==> src/hdl/smc_pkg.sv <==
package smc_pkg;
  // quality check: oscillator cycles of good clock before it is trusted
  localparam int unsigned QC_OSC_CYCLES = 4096;
  localparam logic [12:0] QC_COUNT_LAST = 13'(QC_OSC_CYCLES - 1);
  // full-stop wake-up: most check windows before giving up
  localparam int unsigned WAKE_CHECK_WINDOWS = 50;
  localparam logic [5:0] WAKE_WINDOW_LAST = 6'(WAKE_CHECK_WINDOWS - 1);
  // length of one check window in system clock cycles
  localparam int unsigned CHECK_WINDOW_CYCLES = 256;
  localparam logic [8:0] CHECK_WINDOW_LAST = 9'(CHECK_WINDOW_CYCLES - 1);
  // reset values of configuration bits
  localparam logic CME_RESET = 1'b1;
  localparam logic SELF_CLOCK_MODE_ENABLE_RESET = 1'b1;
  localparam logic SELF_CLOCK_IRQ_ENABLE_RESET = 1'b0;
  localparam logic PSEUDO_STOP_SELECT_RESET = 1'b0;
  localparam logic PLL_CLOCK_SELECT_RESET = 1'b0;

  typedef enum {
    SMC_RUN,
    SMC_CLR_PLL_CLOCK_SELECT,
    SMC_PLL_OFF,
    SMC_CORE_OFF,
    SMC_SYS_OFF,
    SMC_STOPPED,
    SMC_WAKE_CHECK
  } smc_state_e;
endpackage

==> src/hdl/smc_quality_checker.sv <==
// counts consecutive good oscillator cycles; restarts on any failure
module smc_quality_checker
  import smc_pkg::*;
(
  input wire logic clk,
  input wire logic rst_n,
  input wire logic i_start,
  input wire logic i_abort,
  input wire logic i_osc_tick,
  input wire logic i_osc_fail,
  output logic o_busy,
  output logic o_good
);
  logic [12:0] count_reg;
  logic busy_reg;
  logic good_reg;

  // a fail restarts the count rather than ending the check
  always_ff @(posedge clk) begin
    if (!rst_n || i_abort) begin
      count_reg <= '0;
      busy_reg <= 1'b0;
    end else if (i_start) begin
      count_reg <= '0;
      busy_reg <= 1'b1;
    end else if (busy_reg) begin
      if (i_osc_fail) begin
        count_reg <= '0;
      end else if (i_osc_tick) begin
        if (count_reg == QC_COUNT_LAST) begin
          busy_reg <= 1'b0;
        end
        count_reg <= count_reg + 13'h1;
      end
    end
  end

  // one-cycle pulse when a check passes
  always_ff @(posedge clk) begin
    if (!rst_n || i_abort || i_start) begin
      good_reg <= 1'b0;
    end else begin
      good_reg <= busy_reg && !i_osc_fail && i_osc_tick &&
        count_reg == QC_COUNT_LAST;
    end
  end

  assign o_busy = busy_reg;
  assign o_good = good_reg;
endmodule

==> src/hdl/smc_stop_ctrl.sv <==
// Notes on behaviour
// - wait loss with monitor, self-clock, irq on: PLL, regulator on, flag
// - after self-clock irq leave wait on PLL, keep checking quality
// - stop halts clocks except pseudo-stop, REAL_TIME_INTERRUPT and watchdog keepers
// - oscillator off in full stop; REAL_TIME_INTERRUPT, watchdog clocks stop too
// - stop also asks regulator and others to enter low power
// - stop request clears PLL select so clocks run from oscillator
// - disable PLL, core clock, system clocks; then stop is active
// - pseudo-stop from self-clock keeps checking, PLL and regulator on
// - full stop from self-clock aborts check, full window check on exit
// - external reset in pseudo-stop resets config, starts reset generator
// - monitor disabled: clock loss in pseudo-stop is ignored
// - monitor on, self-clock off: loss gives clock monitor reset
// - self-clock and irq on: irq, self-clock, check, wake
// - self-clock on, irq off: flag, self-clock, check, no wake
// - oscillator recovers: good after 4096 cycles, PLL off, stay stopped
// - after recovery wake or reset exits on oscillator clock
// - no recovery: quality checks repeat without limit in pseudo-stop
// - no recovery: wake interrupt exits on PLL self-clock
// - no recovery: external reset exits on self-clock, checks go on
// - other interrupts wake pseudo-stop at once, PLL select cleared
// - full stop wake-up runs at most 50 check windows first
// - all windows fail: self-clock or monitor reset per enable bit
module smc_stop_ctrl
  import smc_pkg::*;
(
  // clock and reset
  input wire logic I_SYS_CLK,
  input wire logic I_RESETN,
  // core requests and wake-up events
  input wire logic I_STOP_REQ,
  input wire logic I_WAIT_ACTIVE,
  input wire logic I_WAKE_IRQ,
  input wire logic I_EXT_RESET_N,
  // configuration bits
  input wire logic I_CLOCK_MONITOR_ENABLE,
  input wire logic I_SELF_CLOCK_MODE_ENABLE,
  input wire logic I_SELF_CLOCK_IRQ_ENABLE,
  input wire logic I_PSEUDO_STOP_SELECT,
  input wire logic I_RTI_RUN_IN_STOP,
  input wire logic I_WATCHDOG_RUN_IN_STOP,
  input wire logic I_PLL_SELECT_SET,
  input wire logic I_FLAG_CLEAR,
  // oscillator monitor
  input wire logic I_OSC_TICK,
  input wire logic I_OSC_FAIL,
  // clock and power controls
  output logic O_PLL_CLOCK_SELECT,
  output logic O_PLL_ENABLE,
  output logic O_CORE_CLK_EN,
  output logic O_SYS_CLK_EN,
  output logic O_OSC_ENABLE,
  output logic O_RTI_CLK_EN,
  output logic O_WATCHDOG_CLK_EN,
  output logic O_REGULATOR_LOW_POWER,
  output logic O_STOP_ACTIVE,
  // status and events
  output logic O_SELF_CLOCK_MODE,
  output logic O_SELF_CLOCK_IRQ_FLAG,
  output logic O_SELF_CLOCK_IRQ,
  output logic O_CLOCK_MONITOR_FAIL_RESET,
  output logic O_RESET_GEN_START,
  output logic O_CONFIG_DEFAULTS
);
  smc_state_e state_reg;
  smc_state_e state_next;
  logic stop_s1_reg, stop_s2_reg;
  logic wake_s1_reg, wake_s2_reg;
  logic xrst_s1_reg, xrst_s2_reg;
  logic fail_s1_reg, fail_s2_reg;
  logic tick_s1_reg, tick_s2_reg, tick_d_reg;
  logic pll_clock_select_reg, pll_en_reg, core_en_reg, sys_en_reg, osc_en_reg;
  logic rti_en_reg, wdg_en_reg, voltage_regulator_lp_reg, stop_act_reg;
  logic scm_reg, flag_reg, irq_reg, cmrst_reg, rstgen_reg, cfgdef_reg;
  logic full_stop_pending_reg;
  logic [8:0] win_cnt_reg;
  logic [5:0] win_num_reg;
  logic qc_busy, qc_good, qc_start, qc_abort;
  logic osc_tick, osc_fail, stop_req, wake_irq, ext_reset;
  logic loss_evt, in_pstop, all_windows_failed;
  logic in_fstop, full_stop_ahead;

  // two-flop synchronisers for the stop, wake, external reset and oscillator inputs
  always_ff @(posedge I_SYS_CLK) begin
    if (!I_RESETN) begin
      stop_s1_reg <= 1'b0;
      stop_s2_reg <= 1'b0;
      wake_s1_reg <= 1'b0;
      wake_s2_reg <= 1'b0;
      xrst_s1_reg <= 1'b0;
      xrst_s2_reg <= 1'b0;
      fail_s1_reg <= 1'b0;
      fail_s2_reg <= 1'b0;
      tick_s1_reg <= 1'b0;
      tick_s2_reg <= 1'b0;
      tick_d_reg <= 1'b0;
    end else begin
      stop_s1_reg <= I_STOP_REQ;
      stop_s2_reg <= stop_s1_reg;
      wake_s1_reg <= I_WAKE_IRQ;
      wake_s2_reg <= wake_s1_reg;
      xrst_s1_reg <= !I_EXT_RESET_N;
      xrst_s2_reg <= xrst_s1_reg;
      fail_s1_reg <= I_OSC_FAIL;
      fail_s2_reg <= fail_s1_reg;
      tick_s1_reg <= I_OSC_TICK;
      tick_s2_reg <= tick_s1_reg;
      tick_d_reg <= tick_s2_reg;
    end
  end

  assign stop_req = stop_s2_reg;
  assign wake_irq = wake_s2_reg;
  assign ext_reset = xrst_s2_reg;
  assign osc_fail = fail_s2_reg;
  assign osc_tick = tick_s2_reg && !tick_d_reg; // rising edge = one cycle
  assign in_pstop = state_reg == SMC_STOPPED && I_PSEUDO_STOP_SELECT;
  assign in_fstop = state_reg == SMC_STOPPED && !I_PSEUDO_STOP_SELECT;
  // full stop lets the pll go even from self-clock; nothing runs on it then
  assign full_stop_ahead = state_next == SMC_STOPPED &&
    !I_PSEUDO_STOP_SELECT;
  // loss only seen when the monitor runs; full stop disables it
  assign loss_evt = osc_fail && I_CLOCK_MONITOR_ENABLE && !scm_reg &&
    (in_pstop || I_WAIT_ACTIVE);
  assign all_windows_failed = state_reg == SMC_WAKE_CHECK &&
    win_num_reg == WAKE_WINDOW_LAST && win_cnt_reg == CHECK_WINDOW_LAST;

  // quality check starts on self-clock entry and each full-stop wake;
  // no self-clock retry in full stop, the oscillator is off there
  assign qc_start = (loss_evt && I_SELF_CLOCK_MODE_ENABLE) ||
    (in_fstop && (wake_irq || ext_reset)) ||
    (scm_reg && !in_fstop && !qc_busy && !qc_good);
  // full stop from self-clock drops an ongoing check
  assign qc_abort = state_reg == SMC_SYS_OFF && !I_PSEUDO_STOP_SELECT;

  smc_quality_checker u_qc (
    .clk(I_SYS_CLK),
    .rst_n(I_RESETN),
    .i_start(qc_start),
    .i_abort(qc_abort),
    .i_osc_tick(osc_tick),
    .i_osc_fail(osc_fail),
    .o_busy(qc_busy),
    .o_good(qc_good)
  );

  // state register
  always_ff @(posedge I_SYS_CLK) begin
    if (!I_RESETN) begin
      state_reg <= SMC_RUN;
    end else begin
      state_reg <= state_next;
    end
  end

  // stop entry walks the clocks down one step per cycle
  always_comb begin
    state_next = state_reg;
    case (state_reg)
      SMC_RUN: begin
        if (stop_req) begin
          state_next = SMC_CLR_PLL_CLOCK_SELECT;
        end
      end
      SMC_CLR_PLL_CLOCK_SELECT: state_next = SMC_PLL_OFF;
      SMC_PLL_OFF: state_next = SMC_CORE_OFF;
      SMC_CORE_OFF: state_next = SMC_SYS_OFF;
      SMC_SYS_OFF: state_next = SMC_STOPPED;
      SMC_STOPPED: begin
        if (I_PSEUDO_STOP_SELECT) begin
          if (wake_irq || ext_reset) begin
            state_next = SMC_RUN;
          end else if (loss_evt && I_SELF_CLOCK_MODE_ENABLE &&
                       I_SELF_CLOCK_IRQ_ENABLE) begin
            state_next = SMC_RUN;
          end else if (loss_evt && !I_SELF_CLOCK_MODE_ENABLE) begin
            state_next = SMC_RUN;
          end
        end else if (wake_irq || ext_reset) begin
          state_next = SMC_WAKE_CHECK;
        end
      end
      SMC_WAKE_CHECK: begin
        if (qc_good || all_windows_failed) begin
          state_next = SMC_RUN;
        end
      end
      default: state_next = SMC_RUN;
    endcase
  end

  // check-window timer for the full-stop wake-up
  always_ff @(posedge I_SYS_CLK) begin
    if (!I_RESETN || state_reg != SMC_WAKE_CHECK) begin
      win_cnt_reg <= '0;
      win_num_reg <= '0;
    end else if (win_cnt_reg == CHECK_WINDOW_LAST) begin
      win_cnt_reg <= '0;
      win_num_reg <= win_num_reg + 6'h1;
    end else begin
      win_cnt_reg <= win_cnt_reg + 9'h1;
    end
  end

  // remember whether the pending wake came from external reset
  always_ff @(posedge I_SYS_CLK) begin
    if (!I_RESETN || state_reg == SMC_RUN) begin
      full_stop_pending_reg <= 1'b0;
    end else if (state_reg == SMC_STOPPED && ext_reset) begin
      full_stop_pending_reg <= 1'b1;
    end
  end

  // pll select: cleared on stop, set again only by software
  always_ff @(posedge I_SYS_CLK) begin
    if (!I_RESETN) begin
      pll_clock_select_reg <= PLL_CLOCK_SELECT_RESET;
    end else if (state_reg == SMC_CLR_PLL_CLOCK_SELECT || ext_reset ||
                 state_reg != SMC_RUN) begin
      pll_clock_select_reg <= 1'b0;
    end else if (I_PLL_SELECT_SET && !scm_reg) begin
      pll_clock_select_reg <= 1'b1;
    end
  end

  // self-clock mode: entered on loss or failed windows, left on a good check
  always_ff @(posedge I_SYS_CLK) begin
    if (!I_RESETN) begin
      scm_reg <= 1'b0;
    end else if (loss_evt && I_SELF_CLOCK_MODE_ENABLE) begin
      scm_reg <= 1'b1;
    end else if (all_windows_failed && I_SELF_CLOCK_MODE_ENABLE) begin
      scm_reg <= 1'b1;
    end else if (qc_good) begin
      scm_reg <= 1'b0;
    end
  end

  // sticky flag; a new event beats a clear in the same cycle
  always_ff @(posedge I_SYS_CLK) begin
    if (!I_RESETN) begin
      flag_reg <= 1'b0;
    end else if (loss_evt && I_SELF_CLOCK_MODE_ENABLE) begin
      flag_reg <= 1'b1;
    end else if (I_FLAG_CLEAR) begin
      flag_reg <= 1'b0;
    end
  end

  // one-cycle interrupt pulse only when the irq is enabled
  always_ff @(posedge I_SYS_CLK) begin
    if (!I_RESETN) begin
      irq_reg <= 1'b0;
    end else begin
      irq_reg <= loss_evt && I_SELF_CLOCK_MODE_ENABLE &&
        I_SELF_CLOCK_IRQ_ENABLE;
    end
  end

  // reset requests: monitor reset, reset generator start, config defaults
  always_ff @(posedge I_SYS_CLK) begin
    if (!I_RESETN) begin
      cmrst_reg <= 1'b0;
      rstgen_reg <= 1'b0;
      cfgdef_reg <= 1'b0;
    end else begin
      cmrst_reg <= (loss_evt && !I_SELF_CLOCK_MODE_ENABLE) ||
        (all_windows_failed && !I_SELF_CLOCK_MODE_ENABLE);
      // in full stop the reset generator waits for the check windows
      rstgen_reg <= (in_pstop && ext_reset) ||
        (loss_evt && !I_SELF_CLOCK_MODE_ENABLE) ||
        (state_reg == SMC_WAKE_CHECK && full_stop_pending_reg &&
         (qc_good || all_windows_failed));
      cfgdef_reg <= ext_reset;
    end
  end

  // pll and regulator: held up while self-clocking, except in full stop
  always_ff @(posedge I_SYS_CLK) begin
    if (!I_RESETN) begin
      pll_en_reg <= 1'b1;
      voltage_regulator_lp_reg <= 1'b0;
    end else begin
      // self-clock still needs the pll until the last gate has closed
      pll_en_reg <= (scm_reg && !full_stop_ahead) || state_next == SMC_RUN ||
        state_next == SMC_CLR_PLL_CLOCK_SELECT;
      voltage_regulator_lp_reg <= state_next == SMC_STOPPED &&
        (!scm_reg || !I_PSEUDO_STOP_SELECT);
    end
  end

  // core and system clock gates, taken down one step per cycle
  always_ff @(posedge I_SYS_CLK) begin
    if (!I_RESETN) begin
      core_en_reg <= 1'b1;
      sys_en_reg <= 1'b1;
      stop_act_reg <= 1'b0;
    end else begin
      core_en_reg <= state_next == SMC_RUN ||
        state_next == SMC_CLR_PLL_CLOCK_SELECT || state_next == SMC_PLL_OFF;
      sys_en_reg <= state_next == SMC_RUN ||
        state_next == SMC_CLR_PLL_CLOCK_SELECT || state_next == SMC_PLL_OFF ||
        state_next == SMC_CORE_OFF;
      // stop is reported only once the last gate has closed
      stop_act_reg <= state_next == SMC_STOPPED;
    end
  end

  // keepers: oscillator, rti and watchdog clocks through stop
  // the oscillator stays up in pseudo-stop so the monitor can see a loss
  always_ff @(posedge I_SYS_CLK) begin
    if (!I_RESETN) begin
      osc_en_reg <= 1'b1;
      rti_en_reg <= 1'b1;
      wdg_en_reg <= 1'b1;
    end else begin
      osc_en_reg <= state_next != SMC_STOPPED ||
        I_PSEUDO_STOP_SELECT;
      rti_en_reg <= state_next != SMC_STOPPED ||
        (I_PSEUDO_STOP_SELECT && I_RTI_RUN_IN_STOP);
      wdg_en_reg <= state_next != SMC_STOPPED ||
        (I_PSEUDO_STOP_SELECT && I_WATCHDOG_RUN_IN_STOP);
    end
  end

  assign O_PLL_CLOCK_SELECT = pll_clock_select_reg;
  assign O_PLL_ENABLE = pll_en_reg;
  assign O_CORE_CLK_EN = core_en_reg;
  assign O_SYS_CLK_EN = sys_en_reg;
  assign O_OSC_ENABLE = osc_en_reg;
  assign O_RTI_CLK_EN = rti_en_reg;
  assign O_WATCHDOG_CLK_EN = wdg_en_reg;
  assign O_REGULATOR_LOW_POWER = voltage_regulator_lp_reg;
  assign O_STOP_ACTIVE = stop_act_reg;
  assign O_SELF_CLOCK_MODE = scm_reg;
  assign O_SELF_CLOCK_IRQ_FLAG = flag_reg;
  assign O_SELF_CLOCK_IRQ = irq_reg;
  assign O_CLOCK_MONITOR_FAIL_RESET = cmrst_reg;
  assign O_RESET_GEN_START = rstgen_reg;
  assign O_CONFIG_DEFAULTS = cfgdef_reg;
endmodule

==> config.mk <==
export PLATFORM = sky130hd
export DESIGN_NAME = smc_stop_ctrl
export DESIGN_NICKNAME = d
export VERILOG_FILES = /design/src/hdl/smc_pkg.sv /design/src/hdl/smc_quality_checker.sv /design/src/hdl/smc_stop_ctrl.sv
export SDC_FILE = /design/constraint.sdc
export NUM_CORES = 1
export LEC_CHECK = 0
export BUFFER_PORTS_ARGS = -buffer_cell sky130_fd_sc_hd__buf_2
export CAP_MARGIN = 25
export CORE_UTILIZATION = 45
export CTS_BUF_LIST = sky130_fd_sc_hd__clkbuf_16
export CTS_CLUSTER_SIZE = 40
export DETAILED_ROUTE_END_ITERATION = 10
export PLACE_DENSITY_LB_ADDON = 0.25
export SLEW_MARGIN = 0
export SYNTH_ARGS = -nofsm -noshare
export SYNTH_HDL_FRONTEND = slang
export SYNTH_HIERARCHICAL = 1
export SYNTH_SLANG_ARGS = --single-unit
export TNS_END_PERCENT = 1
==> constraint.sdc <==
create_clock -name I_SYS_CLK -period 3.9 [get_ports I_SYS_CLK]
set_clock_uncertainty 0.05 [all_clocks]
set_input_delay 0.39 -clock I_SYS_CLK [delete_from_list [all_inputs] [get_ports I_SYS_CLK]]
set_output_delay 0.39 -clock I_SYS_CLK [all_outputs]
set_load 0.01 [all_outputs]
==> reports/metrics.cfg <==
[clocking]
clock_sinks = 89
clkTransAtPathRegs_ps = 60
worst_skew_pair.late_latency_ps = 340
cts.repair.resized = 0
cts_htree_levels = 3
cts_inserted_buffers = 9
post_cts_buffers = 0
root_buffer = clkbuf_16
clockBufferDepth = 2
cts_tree = yes
holdBufCountCts = 0

[layout]
fill_cells = 628
num_antenna_cells = 0
layout-drive-gt1-share_pct = 14.73
post-route-util_pct = 55.81
area_growth_pct = 19.40
largest_reg_flops = 32
stdcell_area_um2 = 3812
final_cell_count_no_fill = 483
nets = 403

[routing]
firstDrtPassIters = 4
met2_length_um = 2584
routedWlPerCell_um = 11.89
top_layer = met4
drt_iter0_markers = 136
wl_um = 5741
wl_met1_um = 2852
num_vias = 2383
viasPerCell = 4.934
drc_errors = 0
wl_met3_um = 233
final_antenna_net_count = 0

[critical_path]
cp-startpoint = win_cnt_reg[0]
cp-endpoint = O_PLL_ENABLE
r2r-end = O_PLL_ENABLE
crit_arrival_ps = 2960
required_ps = 4130
crit_path_start_kind = register
path_cells = ha_1 > nand3_1 > nor2_1 > and3_1 > ha_1 > nor2b_1 > a41o_1 > a21oi_1 > nor4_1 > a221o_1
worst-path-max-fanout = 8
r2r-start = win_cnt_reg[0]
criticalPathCategory = reg -> reg
cp-end-kind = register
crit_top_cell = ha_1
reg2reg_depth = 10
r2r_slack_ps = 1170
slowest_stage = nor4_1
critPathMaxStageDelay_ps = 480

[min_path]
hold_path.class = in -> reg
hold_depth = 2

[timing]
tns_ps = 0
rsz0062_at_grt = no
slew_viol_final = 0
slew-limit-headroom_pct = 60.99
setup_viol = 0
min_period_ps = 2730
hold_slack_ps = 149.6
tightest_slew_ps = 585.1
layout_setup_ws_ps = 1170
hold_violations = 0
layout_worst_path_cycle_share_pct = 70.01
clock.fmax_ghz = 0.3663

[synthesis]
synthTopCellsByArea = dfxtp_1 (56%), nor2_1 (3.9%), a21oi_1 (2.5%)
synth_cells = 325
synth_edf_count = 0
postSynthAreaPerCell_um2 = 9.825
synth_common_cells = dfxtp_1 (89), nor2_1 (33), nand2_1 (19), a21oi_1 (16)
yosysSeqAreaShare_pct = 55.80
synth_top_area_cell = dfxtp_1
synth_seq_cells = 89
yosysMostFrequentCell = dfxtp_1
synthFlopType = dfxtp_1
synth_warnings = 6
netlist.area_leader.share_pct = 55.80
netlist_area_um2 = 3193
yosysUniqueCellTypes = 51
ys_async_sr_fraction_pct = 0

[placed_design]
hpwl_um = 3999
pre_cts_ws_ps = 1193
dp.cells = 467
port_buffers = 30
place_area_um2 = 3511
gp_congestion = 0.8438

[power]
ir_drop_v = 0.0002904
p_per_area_nw_per_um2 = 483.3
p_leak_nw = 1.460
total_power_mw = 1.843

[die]
start_util_pct = 46.74
rows = 30
die_h_um = 86.24
ios = 31
die_area_um2 = 7436
die_w_um = 86.24
core_area_um2 = 6832

[global_routing]
grt_pass1_vias = 2096
antenna_found_initial = 0
grt_usage_pct = 16.66
gr-total-overflow = 0
grt_max_degree = 19
grt_pass1_wl_um = 9577

[run]
cap_violations = 0

[outcome]
outcome = finished, final reports clean

worst min-delay path by stage:
stage	slack (ps)	endpoint	from
5_1_grt	170	xrst_s1_reg	I_EXT_RESET_N
3_5_place_dp	370	ext_reset	xrst_s1_reg
2_1_floorplan	360	ext_reset	xrst_s1_reg
4_1_cts	150	xrst_s1_reg	I_EXT_RESET_N
3_3_place_gp	370	tick_s2_reg	tick_s1_reg
6_report	150	xrst_s1_reg	I_EXT_RESET_N
per-layer routing:
metal	up-vias	GRT usage, %
met5	-	0
met4	0	9.091
met3	7	3.238
met2	41	24.68
met1	1092	22.94
li1	1243	-
cell families after synthesis:
logic type,share of synthesized area (%)
other,0.1174
DFF,55.80
muxes,0.3135
and+or+nand+nor,24.41
AOI/OAI and AO/OA,11.25
adders and majority gates,1.959
buffers and inverters,2.860
xor gates and xnor gates,3.292
critical path, delay by kind of cell (launching register included):
kind | cells | cell delay (ps)
adder cells (fa/ha/maj) | 2 | 490
AO/OA/AOI/OAI | 3 | 570
flip-flops | 1 | 380
AND/OR/NAND/NOR | 5 | 1180
final cells by class:
class	count	area [µm²]	share of cell area, %
repair buffers	30	150.1	3.938
clock buffers	9	225.2	5.907
inverters	9	33.78	0.8861
clock inverters	7	76.32	2.002
well taps	96	120.1	3.151
multi-input cells	243	1425	37.38
flip-flops and latches	89	1782	46.73
cells in the final DEF (no fill, tap or decap), types with 2 or more instances in the layout:
cell	netlist	layout
a21oi_1	16	16
xnor2_1	6	6
nand2b_1	5	5
a31oi_1	5	5
nor4_1	8	8
or2_2	4	4
a211oi_1	3	3
or3_1	7	7
nand3_1	5	5
nand2_1	19	19
nor3_1	9	9
buf_2	1	30
conb_1	1	29
nand4_1	11	11
inv_1	9	10
a41oi_1	3	3
dfxtp_1	89	89
clkbuf_16	0	9
nand4b_1	2	2
o21bai_1	2	2
or4_1	3	3
ha_1	5	5
nor2b_1	4	4
nor2_1	33	33
and2_1	12	12
o22ai_1	2	2
a31o_2	2	2
and3b_1	2	2
a22oi_1	3	3
nand3b_1	2	2
o21ai_0	12	12
xor2_1	6	6
o311ai_0	2	2
inv_6	0	3
and4_1	2	2
and3_1	5	5
power breakdown:
part	internal [mW]	leakage [nW]	switching [mW]	total, mW
registers	0.931	0.730	0.00819	0.939
logic	0.0152	0.581	0.0225	0.0378
clock network	0.502	0.148	0.364	0.866
Power figures use the tool's default switching activity.
